File: src/hdl/mls_regs.vh
`ifndef MLS_REGS_VH
`define MLS_REGS_VH
// Register byte offsets
`define MLS_OFS_CTRL   5'h00
`define MLS_OFS_CHSEL  5'h04
`define MLS_OFS_CHACT  5'h08
`define MLS_OFS_STAT   5'h0c
`define MLS_OFS_CMD    5'h10
`define MLS_OFS_PTR    5'h14
`define MLS_OFS_UNRD   5'h18
`define MLS_OFS_TLEFT  5'h1c
// Control fields
`define MLS_CTRL_WRAP  0
`define MLS_CTRL_TRIG  2:1
`define MLS_CTRL_PER   6:3
// Command bits
`define MLS_CMD_CONF   0
`define MLS_CMD_DNLD   1
`define MLS_CMD_PWRUP  2
// Status bits
`define MLS_ST_FULL    0
`define MLS_ST_HALT    1
`define MLS_ST_OVWR    2
`define MLS_ST_WARN    3
`define MLS_ST_LOGDIS  4
`define MLS_ST_GATE    5
`define MLS_ST_BUSY    6
// Reset values
`define MLS_WRAP_RST   1'h0
`define MLS_TRIG_RST   2'h0
`define MLS_PER_RST    4'h0
`define MLS_CHSEL_RST  16'h0000
`define MLS_CHACT_RST  8'hff
// Encodings
`define MLS_TRIG_ALWAYS 2'h0
`define MLS_TRIG_HIGH   2'h1
`define MLS_TRIG_LOW    2'h2
`define MLS_SEL_OFF     2'h0
`define MLS_SEL_INST    2'h1
`define MLS_SEL_AVG     2'h2
// Record memory capacity in words
`define MLS_MEM_WORDS  17'h10000
// Recording periods in seconds, by period index
`define MLS_PER_S0     12'h001
`define MLS_PER_S1     12'h002
`define MLS_PER_S2     12'h005
`define MLS_PER_S3     12'h00a
`define MLS_PER_S4     12'h00f
`define MLS_PER_S5     12'h014
`define MLS_PER_S6     12'h01e
`define MLS_PER_S7     12'h03c
`define MLS_PER_S8     12'h078
`define MLS_PER_S9     12'h12c
`define MLS_PER_S10    12'h258
`define MLS_PER_S11    12'h384
`define MLS_PER_S12    12'h4b0
`define MLS_PER_S13    12'h708
`define MLS_PER_S14    12'he10
`endif

File: src/hdl/mls_sync.v
`timescale 1ns/1ps
`default_nettype none
module mls_sync (
    // Clock and reset
    input  wire mclk,
    input  wire rst_b,
    // Pin in, filtered level out
    input  wire pin,
    output reg  level
);
    reg s1;
    reg s2;
    reg s3;

    // Three stages; level moves only once stages two and three agree
    always @(posedge mclk or negedge rst_b) begin
        if (!rst_b) begin
            s1    <= 1'b0;
            s2    <= 1'b0;
            s3    <= 1'b0;
            level <= 1'b0;
        end else begin
            s1 <= pin;
            s2 <= s1;
            s3 <= s2;
            if (s2 == s3) begin
                level <= s3;
            end
        end
    end
endmodule // mls_sync
`default_nettype wire

File: src/hdl/mls_div.v
`timescale 1ns/1ps
`default_nettype none
module mls_div (
    // Clock and reset
    input  wire        mclk,
    input  wire        rst_b,
    // Operands, sampled at each pass start
    input  wire [28:0] dividend,
    input  wire [3:0]  divisor,
    // Quotient of the last finished pass
    output reg  [28:0] quo
);
    reg  [28:0] num;
    reg  [3:0]  den;
    reg  [3:0]  rem;
    reg  [28:0] q;
    reg  [4:0]  cnt;
    wire [4:0]  trial = {rem, num[28]};
    wire        qbit  = (trial >= {1'b0, den});

    // Free-running restoring divider; a result every 30 cycles is ample
    always @(posedge mclk or negedge rst_b) begin
        if (!rst_b) begin
            num <= 29'h0;
            den <= 4'h1;
            rem <= 4'h0;
            q   <= 29'h0;
            cnt <= 5'h0;
            quo <= 29'h0;
        end else if (cnt == 5'h0) begin
            num <= dividend;
            den <= (divisor == 4'h0) ? 4'h1 : divisor;
            rem <= 4'h0;
            q   <= 29'h0;
            cnt <= 5'h1d;
        end else begin
            rem <= qbit ? (trial[3:0] - den) : trial[3:0];
            q   <= {q[27:0], qbit};
            num <= {num[27:0], 1'b0};
            cnt <= cnt - 5'h1;
            if (cnt == 5'h1) begin
                quo <= {q[27:0], qbit};
            end
        end
    end
endmodule // mls_div
`default_nettype wire

File: src/hdl/mls_sched.v
// Functional notes
// - Stop-on-full halts recording when memory is full; warning pending until confirm.
// - After a stop-on-full halt, resume only once results are downloaded.
// - A pending full or overwrite warning is raised again at every power-up.
// - Downloading before memory fills means no full or overwrite warning.
// - Wrap-around policy continues writing from the first address, overwriting.
// - Wrap-around warns on first overwrite only; pending until confirm.
// - When full, status shows halted or overwriting instead of time left.
// - Always mode records every interval; high mode only while gate is high.
// - Low-level gating records only while the gate input is low.
// - Interval chosen from fifteen fixed settings, one second to sixty minutes.
// - Recording instants are aligned to the real-time clock.
// - Interval shorter than sampling stores the latest sample again.
// - Each of eight channels: off, instantaneous or averaged value stored.
// - Channels configured inactive are excluded from recording selection.
// - Time left from free memory, interval and recorded channel count.
// - No selected channel shows logging-disabled instead of time left.
// - Downloaded records count as free space, overwritten without warning.
//
// Added by the designer: the Avalon-MM register port and the placing of the registers.
`include "mls_regs.vh"
`timescale 1ns/1ps
`default_nettype none
module mls_sched (
    // Clock and reset
    input  wire         mclk,
    input  wire         rst_b,
    // Avalon-MM slave
    input  wire [4:0]   avs_address,
    input  wire         avs_read,
    input  wire         avs_write,
    input  wire [31:0]  avs_writedata,
    output reg  [31:0]  avs_readdata,
    output reg          avs_waitrequest,
    // Real-time clock, same clock domain
    input  wire         rtc_tick,
    input  wire [5:0]   rtc_sec,
    input  wire [5:0]   rtc_min,
    // Pins from outside
    input  wire         gate_pin,
    input  wire         key_pin,
    // Channel results, 16 bits per channel
    input  wire [127:0] ch_inst,
    input  wire [127:0] ch_avg,
    // Record memory write port
    input  wire         rec_ready,
    output reg          rec_we,
    output reg  [15:0]  rec_addr,
    output reg  [15:0]  rec_data,
    // Warning awaiting confirmation
    output reg          warn_pending
);
    localparam S_IDLE  = 2'h0;
    localparam S_SCAN  = 2'h1;
    localparam S_WRITE = 2'h2;

    reg         ctrl_wrap;
    reg [1:0]   ctrl_trig;
    reg [3:0]   ctrl_per;
    reg [15:0]  ch_sel;
    reg [7:0]   ch_act;
    reg [16:0]  unread;
    reg         full;
    reg         ovw_seen;
    reg [1:0]   state;
    reg [2:0]   ch_idx;
    reg         key_prev;
    wire        gate_lvl;
    wire        key_lvl;
    wire [28:0] quo;
    wire [15:0] eff_sel;
    reg  [3:0]  nch;
    reg  [11:0] psec;
    reg         aligned;
    integer     i;

    // Gate and confirm key come from pins
    mls_sync u_gate (
        .mclk  (mclk),
        .rst_b (rst_b),
        .pin   (gate_pin),
        .level (gate_lvl)
    );
    mls_sync u_key (
        .mclk  (mclk),
        .rst_b (rst_b),
        .pin   (key_pin),
        .level (key_lvl)
    );

    // Inactive inputs never reach the recorder
    genvar g;
    generate
        for (g = 0; g < 8; g = g + 1) begin : g_sel
            assign eff_sel[2*g+1:2*g] = ch_act[g] ? ch_sel[2*g+1:2*g] : `MLS_SEL_OFF;
        end
    endgenerate

    // Count of recorded channels
    always @* begin
        nch = 4'h0;
        for (i = 0; i < 8; i = i + 1) begin
            if (eff_sel[2*i +: 2] != `MLS_SEL_OFF) begin
                nch = nch + 4'h1;
            end
        end
    end

    // Period table and clock alignment
    always @* begin
        aligned = 1'b0;
        case (ctrl_per)
            4'h0: psec = `MLS_PER_S0;
            4'h1: psec = `MLS_PER_S1;
            4'h2: psec = `MLS_PER_S2;
            4'h3: psec = `MLS_PER_S3;
            4'h4: psec = `MLS_PER_S4;
            4'h5: psec = `MLS_PER_S5;
            4'h6: psec = `MLS_PER_S6;
            4'h7: psec = `MLS_PER_S7;
            4'h8: psec = `MLS_PER_S8;
            4'h9: psec = `MLS_PER_S9;
            4'ha: psec = `MLS_PER_S10;
            4'hb: psec = `MLS_PER_S11;
            4'hc: psec = `MLS_PER_S12;
            4'hd: psec = `MLS_PER_S13;
            default: psec = `MLS_PER_S14;
        endcase
        // Short periods divide the minute, long ones the hour
        if (psec < `MLS_PER_S7) begin
            aligned = (({6'h00, rtc_sec} % psec) == 12'h000);
        end else begin
            aligned = (rtc_sec == 6'h00) &&
                      (({6'h00, rtc_min} % (psec / `MLS_PER_S7)) == 12'h000);
        end
    end

    // Time left: free words times period over recorded channels
    wire [16:0] free_words = `MLS_MEM_WORDS - unread;
    mls_div u_div (
        .mclk     (mclk),
        .rst_b    (rst_b),
        .dividend ({12'h000, free_words} * {17'h00000, psec}),
        .divisor  (nch),
        .quo      (quo)
    );

    wire gate_ok = (ctrl_trig == `MLS_TRIG_ALWAYS) ||
                   ((ctrl_trig == `MLS_TRIG_HIGH) && gate_lvl) ||
                   ((ctrl_trig == `MLS_TRIG_LOW) && !gate_lvl);
    wire halted  = full && !ctrl_wrap;
    wire trigger = rtc_tick && aligned && gate_ok && (nch != 4'h0) && !halted;

    // Bus decode; the master holds its request until waitrequest drops
    wire bus_req  = (avs_read || avs_write) && avs_waitrequest;
    wire bus_wr   = avs_write && !avs_waitrequest;
    wire cmd_wr   = bus_wr && (avs_address == `MLS_OFS_CMD);
    wire confirm  = (cmd_wr && avs_writedata[`MLS_CMD_CONF]) || (key_lvl && !key_prev);
    wire dnld     = cmd_wr && avs_writedata[`MLS_CMD_DNLD];
    wire pwrup    = cmd_wr && avs_writedata[`MLS_CMD_PWRUP];
    wire wr_done  = (state == S_WRITE) && rec_ready;
    wire at_full  = (unread == `MLS_MEM_WORDS);
    wire hit_full = wr_done && !at_full && (unread == `MLS_MEM_WORDS - 17'h1);
    wire first_ow = wr_done && at_full && ctrl_wrap && !ovw_seen;
    wire [7:0] status;

    assign status = {1'b0,
                     state != S_IDLE,
                     gate_lvl,
                     nch == 4'h0,
                     warn_pending,
                     full && ctrl_wrap,
                     halted,
                     full};

    // Read mux
    reg [31:0] rd_val;
    always @* begin
        case (avs_address)
            `MLS_OFS_CTRL:  rd_val = {25'h0, ctrl_per, ctrl_trig, ctrl_wrap};
            `MLS_OFS_CHSEL: rd_val = {16'h0, ch_sel};
            `MLS_OFS_CHACT: rd_val = {24'h0, ch_act};
            `MLS_OFS_STAT:  rd_val = {24'h0, status};
            `MLS_OFS_PTR:   rd_val = {16'h0, rec_addr};
            `MLS_OFS_UNRD:  rd_val = {15'h0, unread};
            // Zero stands for halted, overwriting or disabled
            `MLS_OFS_TLEFT: rd_val = (full || nch == 4'h0) ? 32'h0 : {3'h0, quo};
            default:        rd_val = 32'h0;
        endcase
    end

    // Bus slave: one wait cycle, then a single-cycle acknowledge
    always @(posedge mclk or negedge rst_b) begin
        if (!rst_b) begin
            avs_waitrequest <= 1'b1;
            avs_readdata    <= 32'h0;
        end else if (bus_req) begin
            avs_waitrequest <= 1'b0;
            avs_readdata    <= rd_val;
        end else begin
            avs_waitrequest <= 1'b1;
        end
    end

    // Configuration registers
    always @(posedge mclk or negedge rst_b) begin
        if (!rst_b) begin
            ctrl_wrap <= `MLS_WRAP_RST;
            ctrl_trig <= `MLS_TRIG_RST;
            ctrl_per  <= `MLS_PER_RST;
            ch_sel    <= `MLS_CHSEL_RST;
            ch_act    <= `MLS_CHACT_RST;
            key_prev  <= 1'b0;
        end else begin
            key_prev <= key_lvl;
            if (bus_wr && avs_address == `MLS_OFS_CTRL) begin
                ctrl_wrap <= avs_writedata[`MLS_CTRL_WRAP];
                ctrl_trig <= avs_writedata[`MLS_CTRL_TRIG];
                ctrl_per  <= avs_writedata[`MLS_CTRL_PER];
            end
            if (bus_wr && avs_address == `MLS_OFS_CHSEL) begin
                ch_sel <= avs_writedata[15:0];
            end
            if (bus_wr && avs_address == `MLS_OFS_CHACT) begin
                ch_act <= avs_writedata[7:0];
            end
        end
    end

    // Fill accounting and warnings; a download beats a same-cycle write, a warning set beats a confirm
    always @(posedge mclk or negedge rst_b) begin
        if (!rst_b) begin
            unread       <= 17'h0;
            full         <= 1'b0;
            ovw_seen     <= 1'b0;
            warn_pending <= 1'b0;
        end else begin
            if (dnld) begin
                // Download frees everything; a word written now still counts
                unread   <= wr_done ? 17'h1 : 17'h0;
                full     <= 1'b0;
                ovw_seen <= 1'b0;
            end else if (bus_wr && avs_address == `MLS_OFS_UNRD) begin
                // Restore after power-up; capacity caps the count
                unread   <= (avs_writedata[16:0] > `MLS_MEM_WORDS) ?
                            `MLS_MEM_WORDS : avs_writedata[16:0];
                full     <= (avs_writedata[16:0] >= `MLS_MEM_WORDS);
                ovw_seen <= (avs_writedata[16:0] >= `MLS_MEM_WORDS) && ctrl_wrap;
            end else if (wr_done && !at_full) begin
                unread <= unread + 17'h1;
                if (hit_full) begin
                    full <= 1'b1;
                end
            end else if (first_ow) begin
                ovw_seen <= 1'b1;
            end
            // Warning sources
            if ((hit_full && !ctrl_wrap && !dnld) || (first_ow && !dnld)) begin
                warn_pending <= 1'b1;
            end else if (pwrup && full) begin
                warn_pending <= 1'b1;
            end else if (confirm) begin
                warn_pending <= 1'b0;
            end
        end
    end

    // Record writer: one word per recorded channel, channel order 0..7
    always @(posedge mclk or negedge rst_b) begin
        if (!rst_b) begin
            state    <= S_IDLE;
            ch_idx   <= 3'h0;
            rec_we   <= 1'b0;
            rec_addr <= 16'h0000;
            rec_data <= 16'h0000;
        end else begin
            case (state)
                S_IDLE: begin
                    if (bus_wr && avs_address == `MLS_OFS_PTR) begin
                        rec_addr <= avs_writedata[15:0];
                    end else if (trigger) begin
                        ch_idx <= 3'h0;
                        state  <= S_SCAN;
                    end
                end
                S_SCAN: begin
                    if (halted) begin
                        state <= S_IDLE;
                    end else if (eff_sel[2*ch_idx +: 2] != `MLS_SEL_OFF) begin
                        // Latest sample is taken as is, so repeats are stored
                        rec_data <= (eff_sel[2*ch_idx +: 2] == `MLS_SEL_AVG) ?
                                    ch_avg[16*ch_idx +: 16] :
                                    ch_inst[16*ch_idx +: 16];
                        rec_we   <= 1'b1;
                        state    <= S_WRITE;
                    end else if (ch_idx == 3'h7) begin
                        state <= S_IDLE;
                    end else begin
                        ch_idx <= ch_idx + 3'h1;
                    end
                end
                S_WRITE: begin
                    if (rec_ready) begin
                        rec_we   <= 1'b0;
                        // Address rolls over to zero past the top
                        rec_addr <= rec_addr + 16'h0001;
                        if (ch_idx == 3'h7) begin
                            state <= S_IDLE;
                        end else begin
                            ch_idx <= ch_idx + 3'h1;
                            state  <= S_SCAN;
                        end
                    end
                end
                default: begin
                    state <= S_IDLE;
                end
            endcase
        end
    end
endmodule // mls_sched
`default_nettype wire

File: config.mk
export PLATFORM = sky130hd
export DESIGN_NAME = mls_sched
export DESIGN_NICKNAME = d
export VERILOG_FILES = /design/src/hdl/mls_sync.v /design/src/hdl/mls_div.v /design/src/hdl/mls_sched.v
export VERILOG_INCLUDE_DIRS = /design/src /design/src/hdl
export SDC_FILE = /design/constraint.sdc
export NUM_CORES = 1
export LEC_CHECK = 0
export ABC_CLOCK_PERIOD_IN_PS = 28900
export BUFFER_PORTS_ARGS = -buffer_cell sky130_fd_sc_hd__buf_2
export CAP_MARGIN = 20
export CORE_UTILIZATION = 50
export CTS_BUF_LIST = sky130_fd_sc_hd__clkbuf_8
export DETAILED_ROUTE_END_ITERATION = 10
export PLACE_DENSITY_LB_ADDON = 0.2
export SLEW_MARGIN = 5
export SYNTH_ARGS = -nofsm -noshare
export SYNTH_HDL_FRONTEND = slang
export SYNTH_HIERARCHICAL = 1
export SYNTH_SLANG_ARGS = --single-unit
File: constraint.sdc
create_clock -name mclk -period 28.9 [get_ports mclk]
set_input_delay 5.78 -clock mclk [delete_from_list [all_inputs] [get_ports mclk]]
set_output_delay 5.78 -clock mclk [all_outputs]
set_load 0.02 [all_outputs]
[Word-level counts from Yosys, hierarchy flattened]
Memory sizes are Yosys's and may differ from the RTL's.
Cells that the tools add are included.
Storage, ports and cells
  register bits: 230
  ROM bits: 192
  bits of input ports: 313
  output and inout bits: 67
  logic and storage cells: 230
  memories kept: 1
Memories
  (name not given): depth 16, width 12, read ports 1, clocked after Yosys merged registers in 0, write ports 0, RTL line mls_sched.v:112  | case (ctrl_per)
Cells by class
  $add $sub $neg: 13
  multipliers: 1
  divide/modulo/power cells: 3
  $lt $le $gt $ge: 4
  equality and inequality tests: 27
  shifts and indexed selects: 3
  muxes and demuxes: 65
  bitwise operators: 2
  reductions and logical operators: 80
Operators by type and width (number)
  $shiftx 128x8->16: 2
  $pmux 29 s7: 1
  $mux 17: 4
  $mux 29: 2
  $mux 16: 3
  $mux 4: 10
  $logic_and 1x1->1: 32
  $pmux 16 s2: 1
  $mul 17x12->29: 1
  $add 4x1->4 const B: 7
  $mux 2: 14
  $mux 28: 1
  $logic_not 12->1: 2
  $mod 6x12->12: 2
  $reduce_bool 2->1: 12
  $eq 5x5->1 const B: 4
  $mux 1: 19
  $mux 3: 6
  $add 17x1->17 const B: 1
  $eq 17x16->1 const B: 1
  $eq 17x17->1 const B: 1
  $ge 17x17->1 const B: 1
  $gt 17x17->1 const B: 1
  $sub 17x17->17 const A: 1
  35 further kinds: 69

[Depth between registers and ports, before layout]
Gate-level depths: netlist of the first run.
  depth after elaboration: 23
  mapped depth: 100
  gate-level depth less buffers: 97

[Hierarchy]
Netlist of the first run, hierarchy kept.
By module, submodules not included
  mls_sched: instances 1, cells an instance 2609, area an instance 22322.7 um2
  mls_div: instances 1, cells an instance 314, area an instance 3763.6 um2
  mls_sync: instances 2, cells an instance 5, area an instance 111.4 um2

[Worst setup path after synthesis of the first run]
Ideal clock, no wire load.
  path type: input port to flip-flop
  start point: input rtc_sec[1]
  end point: register ch_idx[0]
  arrival: 19.980 ns
  data required time: 28.775 ns
  path slack: 8.795 ns
  stages on the path: 69
  path buffers: 3
  cells stage by stage: nor4_1 nand2b_1 nor4_1 nor2_1 a21oi_1 mux2_2 ha_1 and3_1 a21boi_0 o21ai_0 a21oi_1 clkbuf_1 mux2i_1 ha_1 o21a_1 o21a_1 o21a_1 o21a_1 [... 33 more ...] a21oi_1 fa_1 a21o_1 a21oi_1 o21ai_0 a21oi_1 o21ai_0 a21oi_1 o21bai_1 a21o_1 or4_1 a2111o_1 nor4_1 nand3_1 o21ba_2 o41ai_2 nand2_1 mux2_4
Between the ends
  longest elaborated chain between the ends: 9
  elaborated cells on any way between the ends: 11
  classes of those cells: div: 1; eq/ne: 1; mux: 1; reduce/logical: 8
RTL lines
  start: declaration: RTL line mls_sched.v:37  | input wire [5:0] rtc_sec,
  $mod 6x12->12 or $logic_not 6->1 (tied branches): RTL line mls_sched.v:131, mls_sched.v:133
  $logic_not 12->1 or $logic_and 1x1->1 (tied branches): RTL line mls_sched.v:131, mls_sched.v:133
  $mux 1 (*): RTL line mls_sched.v:130  | if (psec < `MLS_PER_S7) begin
  $logic_and 1x1->1 (*) (4 in a row): RTL line mls_sched.v:152  | wire trigger = rtc_tick && aligned && gate_ok && (nch != 4'h0) && !halted;
  $ne 2x2->1 (no source line) (*)
  $reduce_and 6->1 (no source line) (*)
  end signal: assignment: RTL line mls_sched.v:299  | ch_idx <= ch_idx + 3'h1;
  end signal: assignment: RTL line mls_sched.v:310  | ch_idx <= ch_idx + 3'h1;
  end: declaration: RTL line mls_sched.v:66  | reg [2:0] ch_idx;
Every way passes the cells marked *; elsewhere a longest branch is shown, timed or not.
A chain may end at the register's enable or synchronous reset.

[Final worst setup path of the first run]
  start point: register ctrl_per[2]
  end point: register ch_idx[0]
Between the ends
  longest elaborated chain between the ends: 12
  elaborated cells on any way between the ends: 15
  classes of those cells: div: 3; order compare: 1; eq/ne: 1; mux: 1; reduce/logical: 8; memory: 1
RTL lines
  start: declaration: RTL line mls_sched.v:59  | reg [3:0] ctrl_per;
  start signal: assignment: RTL line mls_sched.v:210  | ctrl_per <= `MLS_PER_RST;
  start signal: assignment: RTL line mls_sched.v:219  | ctrl_per <= avs_writedata[`MLS_CTRL_PER];
  $mem_v2 16x12 (*)
  $div 12x6->12 (no source line)
  $mod 6x12->12: RTL line mls_sched.v:134  | (({6'h00, rtc_min} % (psec / `MLS_PER_S7)) == 12'h000);
  $logic_not 12->1: RTL line mls_sched.v:134
  $logic_and 1x1->1: RTL line mls_sched.v:133  | aligned = (rtc_sec == 6'h00) &&
  $mux 1 (*): RTL line mls_sched.v:130
  $logic_and 1x1->1 (*) (4 in a row): RTL line mls_sched.v:152
  $ne 2x2->1 (no source line) (*)
  $reduce_and 6->1 (no source line) (*)
Marked as above.

==> metrics.csv, run 1 <==
metric;value;unit
status;finished, final reports clean;
Starting Density;50.97;%
post-detail-place hpwl;67.24;mm
Distinct cells, synth;104;
Most common cell on crit path;o21a_1;
per-cell routed wire length;21.05;um
CTS tree;built;
hold path depth;0;
Critical Path Start;ctrl_per[2];
Clk pin slew, worst setup/hold paths;0.06;ns
EDFF count, synth;0;
worst slew pin tran;1.154;ns
# nets final;3952;
ANT nets after route;0;
RSZ-0062 raised after global routing;false;
critical path's slowest cell;dfrtp_1;
period utilisation layout;84.13;%
PortBufs;361;
Hold Startpoint;u_gate/s1;
most frequent cell after synthesis;nand2_1;
ratio of cells with drive above 1 in the final layout;20.96;%
WL final;83.67;mm
fmax;0.04113;GHz
synthesized area;26310;um2
Max Cap Violations;0;
synthesized flop and latch total;227;
initial antenna violation count;14;
ys flop type;dfrtp_1;
Die Width;231.4;um
global-route wire length before repair;130.2;mm
postcts setup bufs;0;
synth top area cells;dfrtp_1, fa_1, ha_1, mux4_2, nand2_1;
CTS max path bufs;3;
area grow syn2layout;12.84;%
Final GP Congestion;0.9693;
# setup viols final;0;
Setup CP Type;register to register;
FF-to-FF path depth;86;
DRC viols;0;
vias in the first global route;23650;
Avg Vias per Cell;5.980;
Final Max Tran Viols;0;
drt pass-1 iters;7;
CP Capture Type;register;
H-tree depth;2;
final hold vios;0;
Hold Crit Class;register to register;
top cell type by total area after synthesis;dfrtp_1;
Clock Sinks;227;
CTS Buf Count;41;
filler cell count in the final layout;4595;
post-CTS sizing;0;
average cell area after synthesis;8.970;um2
cells after synthesis;2933;
min Tclk post-route;24.31;ns
worst flop-to-flop path startpoint;ctrl_per[2];
startpoint class of the critical path;register;
CP Max Fanout;17;
Ys Warns;6;
Relative slew margins;22.54;%
Synth top area share;20.64;%
Initial DRC Count;1759;
vias;23760;
Clock Latency Late Sink;0.61;ns
worst clock skew;0.04994;ns
Total GRT Usage;31.24;%
clk root buf;clkbuf_8;
total grt overflow;0;
Die Area;53540;um2
largest net degree at the start of global routing;84;
CP Data Arrival Time;24.78;ns
post-synthesis sequential area ratio;21.64;%
Worst Path Required;29.37;ns
setup TNS;0;ns
# IOs;380;
Hold-fix buffers, CTS;0;
Synth async-reset ratio;100.0;%
FP Rows;83;
Die Y-Extent;231.4;um
Commonest cells post-synth;nand2_1, inv_1, ha_1;
Placeable Area;51610;um2
CP max stage delay;0.77;ns
==> registers in the layout, summed over array words and instances, names as in the netlist, 2 cells and up <==
register and count:
avs_readdata 29, u_div/num 29, u_div/quo 29, u_div/q 28
unread 17, ch_sel 16, rec_addr 16, rec_data 16
ch_act 8, u_div/cnt 5, ctrl_per 4, u_div/den 4
u_div/rem 4, ch_idx 3, ctrl_trig 2, state 2
==> worst paths after layout <==
kind,slack [ns],end
max in group asynchronous,22.28,ch_idx[0]
hold reg to reg,0.36,u_gate/s2
setup reg to reg,4.59,ch_idx[0]
setup / recovery,4.59,ch_idx[0]
hold / removal,0.36,u_gate/s2
min in group asynchronous,5.15,u_div/quo[22]
==> layout by cell type, fill, tap and decap left out, types with 32 or more instances in the layout <==
| cell | n |
|---|---|
| xnor2_1 | 78 |
| fa_1 | 153 |
| nor3_1 | 79 |
| a21oi_1 | 129 |
| mux2_1 | 32 |
| nor2_1 | 191 |
| and2_1 | 69 |
| nand2_1 | 416 |
| o21a_1 | 68 |
| xor2_1 | 32 |
| and3_1 | 33 |
| o21ai_0 | 130 |
| a21o_1 | 38 |
| clkbuf_8 | 52 |
| inv_1 | 260 |
| dfrtp_1 | 216 |
| mux4_2 | 82 |
| nand3_1 | 46 |
| ha_1 | 234 |
| buf_2 | 360 |
| mux2_2 | 78 |
==> through the flow <==
step | cell area (um2) | utilization (%) | worst slack, ns | hold slack [ns] | instances
CTS | 29620 | 57.38 | 4.957 | 0.3556 | 3960
finish | 29690 | 57.52 | 4.588 | 0.3581 | 3974
floorplan | 26380 | - | 8.795 | 0.3312 | 2952
detailed placement | 28750 | 55.70 | 5.021 | 0.3497 | 3886
global placement | 28740 | 55.67 | 5.175 | 0.3418 | 3884
global route | 29680 | 57.51 | 2.842 | 0.3662 | 3973
==> final cells by class <==
cell class / count / area, um2 / share of cell area [%]
diodes: 11 / 27.53 / 0.09272
clock buffers: 52 / 715.7 / 2.411
well taps: 680 / 850.8 / 2.866
flip-flops and latches: 227 / 5697 / 19.19
repair buffers: 393 / 2077 / 6.996
multi-input cells: 2338 / 19230 / 64.76
clock inverters: 22 / 151.4 / 0.5100
inverters: 251 / 942.2 / 3.174
==> cell families after synthesis <==
family	Yosys count	synth area share (%)
buffers and inverters	387	5.716
AND/OR/NAND/NOR	995	17.77
flip-flops	227	21.64
adder cells (fa/ha/maj)	389	22.86
AO/OA/AOI/OAI	604	15.43
multiplexers	216	12.70
XOR/XNOR	113	3.866
other	2	0.02855
==> worst max-delay path, delay by kind of cell, from the launching register on <==
| kind | cells | cell delay [ns] |
|---|---|---|
| AND/OR/NAND/NOR | 13 | 4.60 |
| buffers and inverters | 2 | 0.82 |
| flip-flops | 1 | 0.77 |
| AO/OA/AOI/OAI | 54 | 12.09 |
| adder cells (fa/ha/maj) | 11 | 3.61 |
| multiplexers | 6 | 2.28 |
==> layer usage <==
| metal | routed length (um) | global-route usage, % | up-vias |
|---|---|---|---|
| met2 | 40300 | 51.97 | 948 |
| met4 | 3880 | 14.57 | 6 |
| li1 | - | - | 10980 |
| met3 | 5924 | 6.324 | 175 |
| met5 | 144 | 1.563 | - |
| met1 | 33420 | 38.73 | 11660 |
Power of run 1 is left out: the tool's default activity adds up to more than one toggle a clock period on the data nets, which glitch-free logic cannot reach.
==> inputs of run 2 (changes only) <==
--- a/config.mk
+++ b/config.mk
@@ -6,7 +6,7 @@
 export SDC_FILE = /design/constraint.sdc
 export NUM_CORES = 1
 export LEC_CHECK = 0
-export ABC_CLOCK_PERIOD_IN_PS = 28900
+export ABC_CLOCK_PERIOD_IN_PS = 21300
 export BUFFER_PORTS_ARGS = -buffer_cell sky130_fd_sc_hd__buf_2
 export CAP_MARGIN = 20
 export CORE_UTILIZATION = 50
==> constraint.sdc (replaced) <==
create_clock -name mclk -period 21.3 [get_ports mclk]
set_input_delay 4.26 -clock mclk [delete_from_list [all_inputs] [get_ports mclk]]
set_output_delay 4.26 -clock mclk [all_outputs]
set_load 0.02 [all_outputs]
==> run 2 against run 1 <==
Net effect:
- register-to-register slack worse by 3.3 ns
- critical endpoint is now state[1]
- sequential cell count stayed put
- critical path depth rose by 3
- design area is 1.4% higher
==> metrics.csv, run 2 (synthesized netlist as in run 1, its figures left out) <==
metric;value;unit;change
status;finished, final reports clean;;
Relative slew margins;25.99;%;+3.5 points
CP Capture Type;register;;
worst flop-to-flop path startpoint;ctrl_per[2];;
Total GRT Usage;31.71;%;+0.47 points
global-route wire length before repair;132.2;mm;+1.5%
Most common cell on crit path;ha_1;;
CTS Buf Count;41;;unchanged
Final GP Congestion;1.002;;+3.3%
commonest non-fill, non-tap cell in the layout;nand2_1;;
CP max stage delay;0.48;ns;-0.29 ns
worst clock skew;0.06267;ns;+0.01273 ns
CP Data Arrival Time;20.49;ns;-4.29 ns
Hold Crit Class;register to register;;
clk root buf;clkbuf_8;;
final hold vios;0;;unchanged
Initial DRC Count;1774;;+0.85%
largest net degree at the start of global routing;91;;+8.3%
Hold Startpoint;u_key/s1;;
final worst slack;1.281;ns;-3.307 ns
ratio of cells with drive above 1 in the final layout;22.76;%;+1.8 points
Hold Slack;0.3577;ns;-0.0003990 ns
WL final;85.08;mm;+1.7%
FP Rows;83;;unchanged
crit-path leading delay family;compound AO/OA/AOI/OAI gates;;
initial antenna violation count;12;;-2
commonest non-fill, non-tap cells in the layout;nand2_1, buf_2, inv_1, ha_1, dfrtp_1;;
Final Max Tran Viols;0;;unchanged
H-tree depth;2;;unchanged
fmax;0.04995;GHz;+21%
Worst Path Buf+Inv;7;;+5
critical path's slowest cell;dfrtp_2;;
Die Width;231.4;um;unchanged
post-detail-place hpwl;67.98;mm;+1.1%
DRC viols;0;;unchanged
area grow syn2layout;14.47;%;
Clock Sinks;227;;unchanged
drt pass-1 iters;6;;-1
PortBufs;361;;unchanged
startpoint class of the critical path;register;;
total grt overflow;0;;unchanged
Starting Density;50.97;%;unchanged
Worst Path Required;21.77;ns;-7.60 ns
Avg Vias per Cell;5.970;;-0.17%
# nets final;3991;;+0.99%
ANT nets after route;0;;unchanged
end of the worst register-to-register path;state[1];;
vias;23950;;+0.78%
Max Cap Violations;0;;unchanged
CTS tree;built;;
CTS max path bufs;3;;unchanged
# setup viols final;0;;unchanged
period utilisation layout;93.99;%;+9.9 points
CP Max Fanout;9;;-8
vias in the first global route;23910;;+1.1%
Placeable Area;51610;um2;unchanged
FF-to-FF path depth;89;;+3.5%
Die Y-Extent;231.4;um;unchanged
per-cell routed wire length;21.21;um;+0.72%
Regs by FF count;avs_readdata (29), u_div/num (29), u_div/quo (29);;
min Tclk post-route;20.02;ns;-4.293 ns
Die Area;53540;um2;unchanged
Setup CP Type;register to register;;
dpl ws;0.01423;ns;-5.007 ns
worst slew pin tran;1.110;ns;-0.04360 ns
# IOs;380;;unchanged
R2R Setup Slk;1.28;ns;-3.31 ns
hold path depth;0;;unchanged
Clk pin slew, worst setup/hold paths;0.06;ns;about the same
Min-Delay Endpoint;u_key/s2;;
Clock Latency Late Sink;0.61;ns;about the same
==> run 2: changes by cell type in the layout (fill, tap and decap cells not counted), moves of 6 or more <==
cell	before	now
o21ai_0	130	123
a21oi_1	129	123
a21oi_2	6	12
buf_4	30	69
inv_1	260	251
==> run 2: per-layer routing <==
metal	track usage, %	share of wire, %	vias to the layer above
met5	1.195	0.11	-
met4	15.67	5.3	4
met3	6.213	7.0	215
met2	52.19	48	920
met1	39.63	40	11790
li1	-	-	11020
==> run 2: worst max path at each step <==
| stage | from | endpoint | slack [ns] | cells after the start |
|---|---|---|---|---|
| final | ctrl_per[2] | state[1] | 1.28 | 89 |
| after detailed placement | ctrl_per[2] | state[1] | 0.01 | 88 |
| after global routing | ctrl_per[2] | ch_idx[2] | -0.06 | 89 |
| after CTS | ctrl_per[2] | ch_idx[2] | 0.12 | 88 |
| after global placement | ctrl_per[2] | state[1] | 0.53 | 88 |
| after floorplan | ctrl_per[3] | ch_idx[0] | 1.23 | 90 |
==> run 2: layout make-up <==
| type | count | area (um2) |
|---|---|---|
| Fill cell | 4561 | 21500 |
| Multi-Input combinational cell | 2338 | 19330 |
| Antenna cell | 10 | 25.02 |
| Clock inverter | 20 | 152.6 |
| Tap cell | 680 | 850.8 |
| Timing Repair Buffer | 432 | 2370 |
| Inverter | 251 | 942.2 |
| Sequential cell | 227 | 5699 |
| Clock buffer | 54 | 743.2 |
==> run 2: per-stage QoR <==
step / cell area, um2 / TNS, ns / utilization (%) / std cells
2_1_floorplan: 26380 / 0 / - / 2952
3_3_place_gp: 28970 / 0 / 56.12 / 3915
3_5_place_dp: 28980 / 0 / 56.14 / 3916
4_1_cts: 29880 / 0 / 57.88 / 3990
5_1_grt: 30120 / -0.1780 / 58.35 / 4012
6_report: 30120 / 0 / 58.35 / 4012
==> run 2: what timing repair did <==
item / CTS / global route
setup endpoints to repair: 4 / 5
gates resized for setup: 1 / 33
hold buffers: 0 / 0
buffers inserted: 0 / 9
gates cloned: 0 / 0
pin swaps: 0 / 9
Power of run 2 is left out for the same reason.
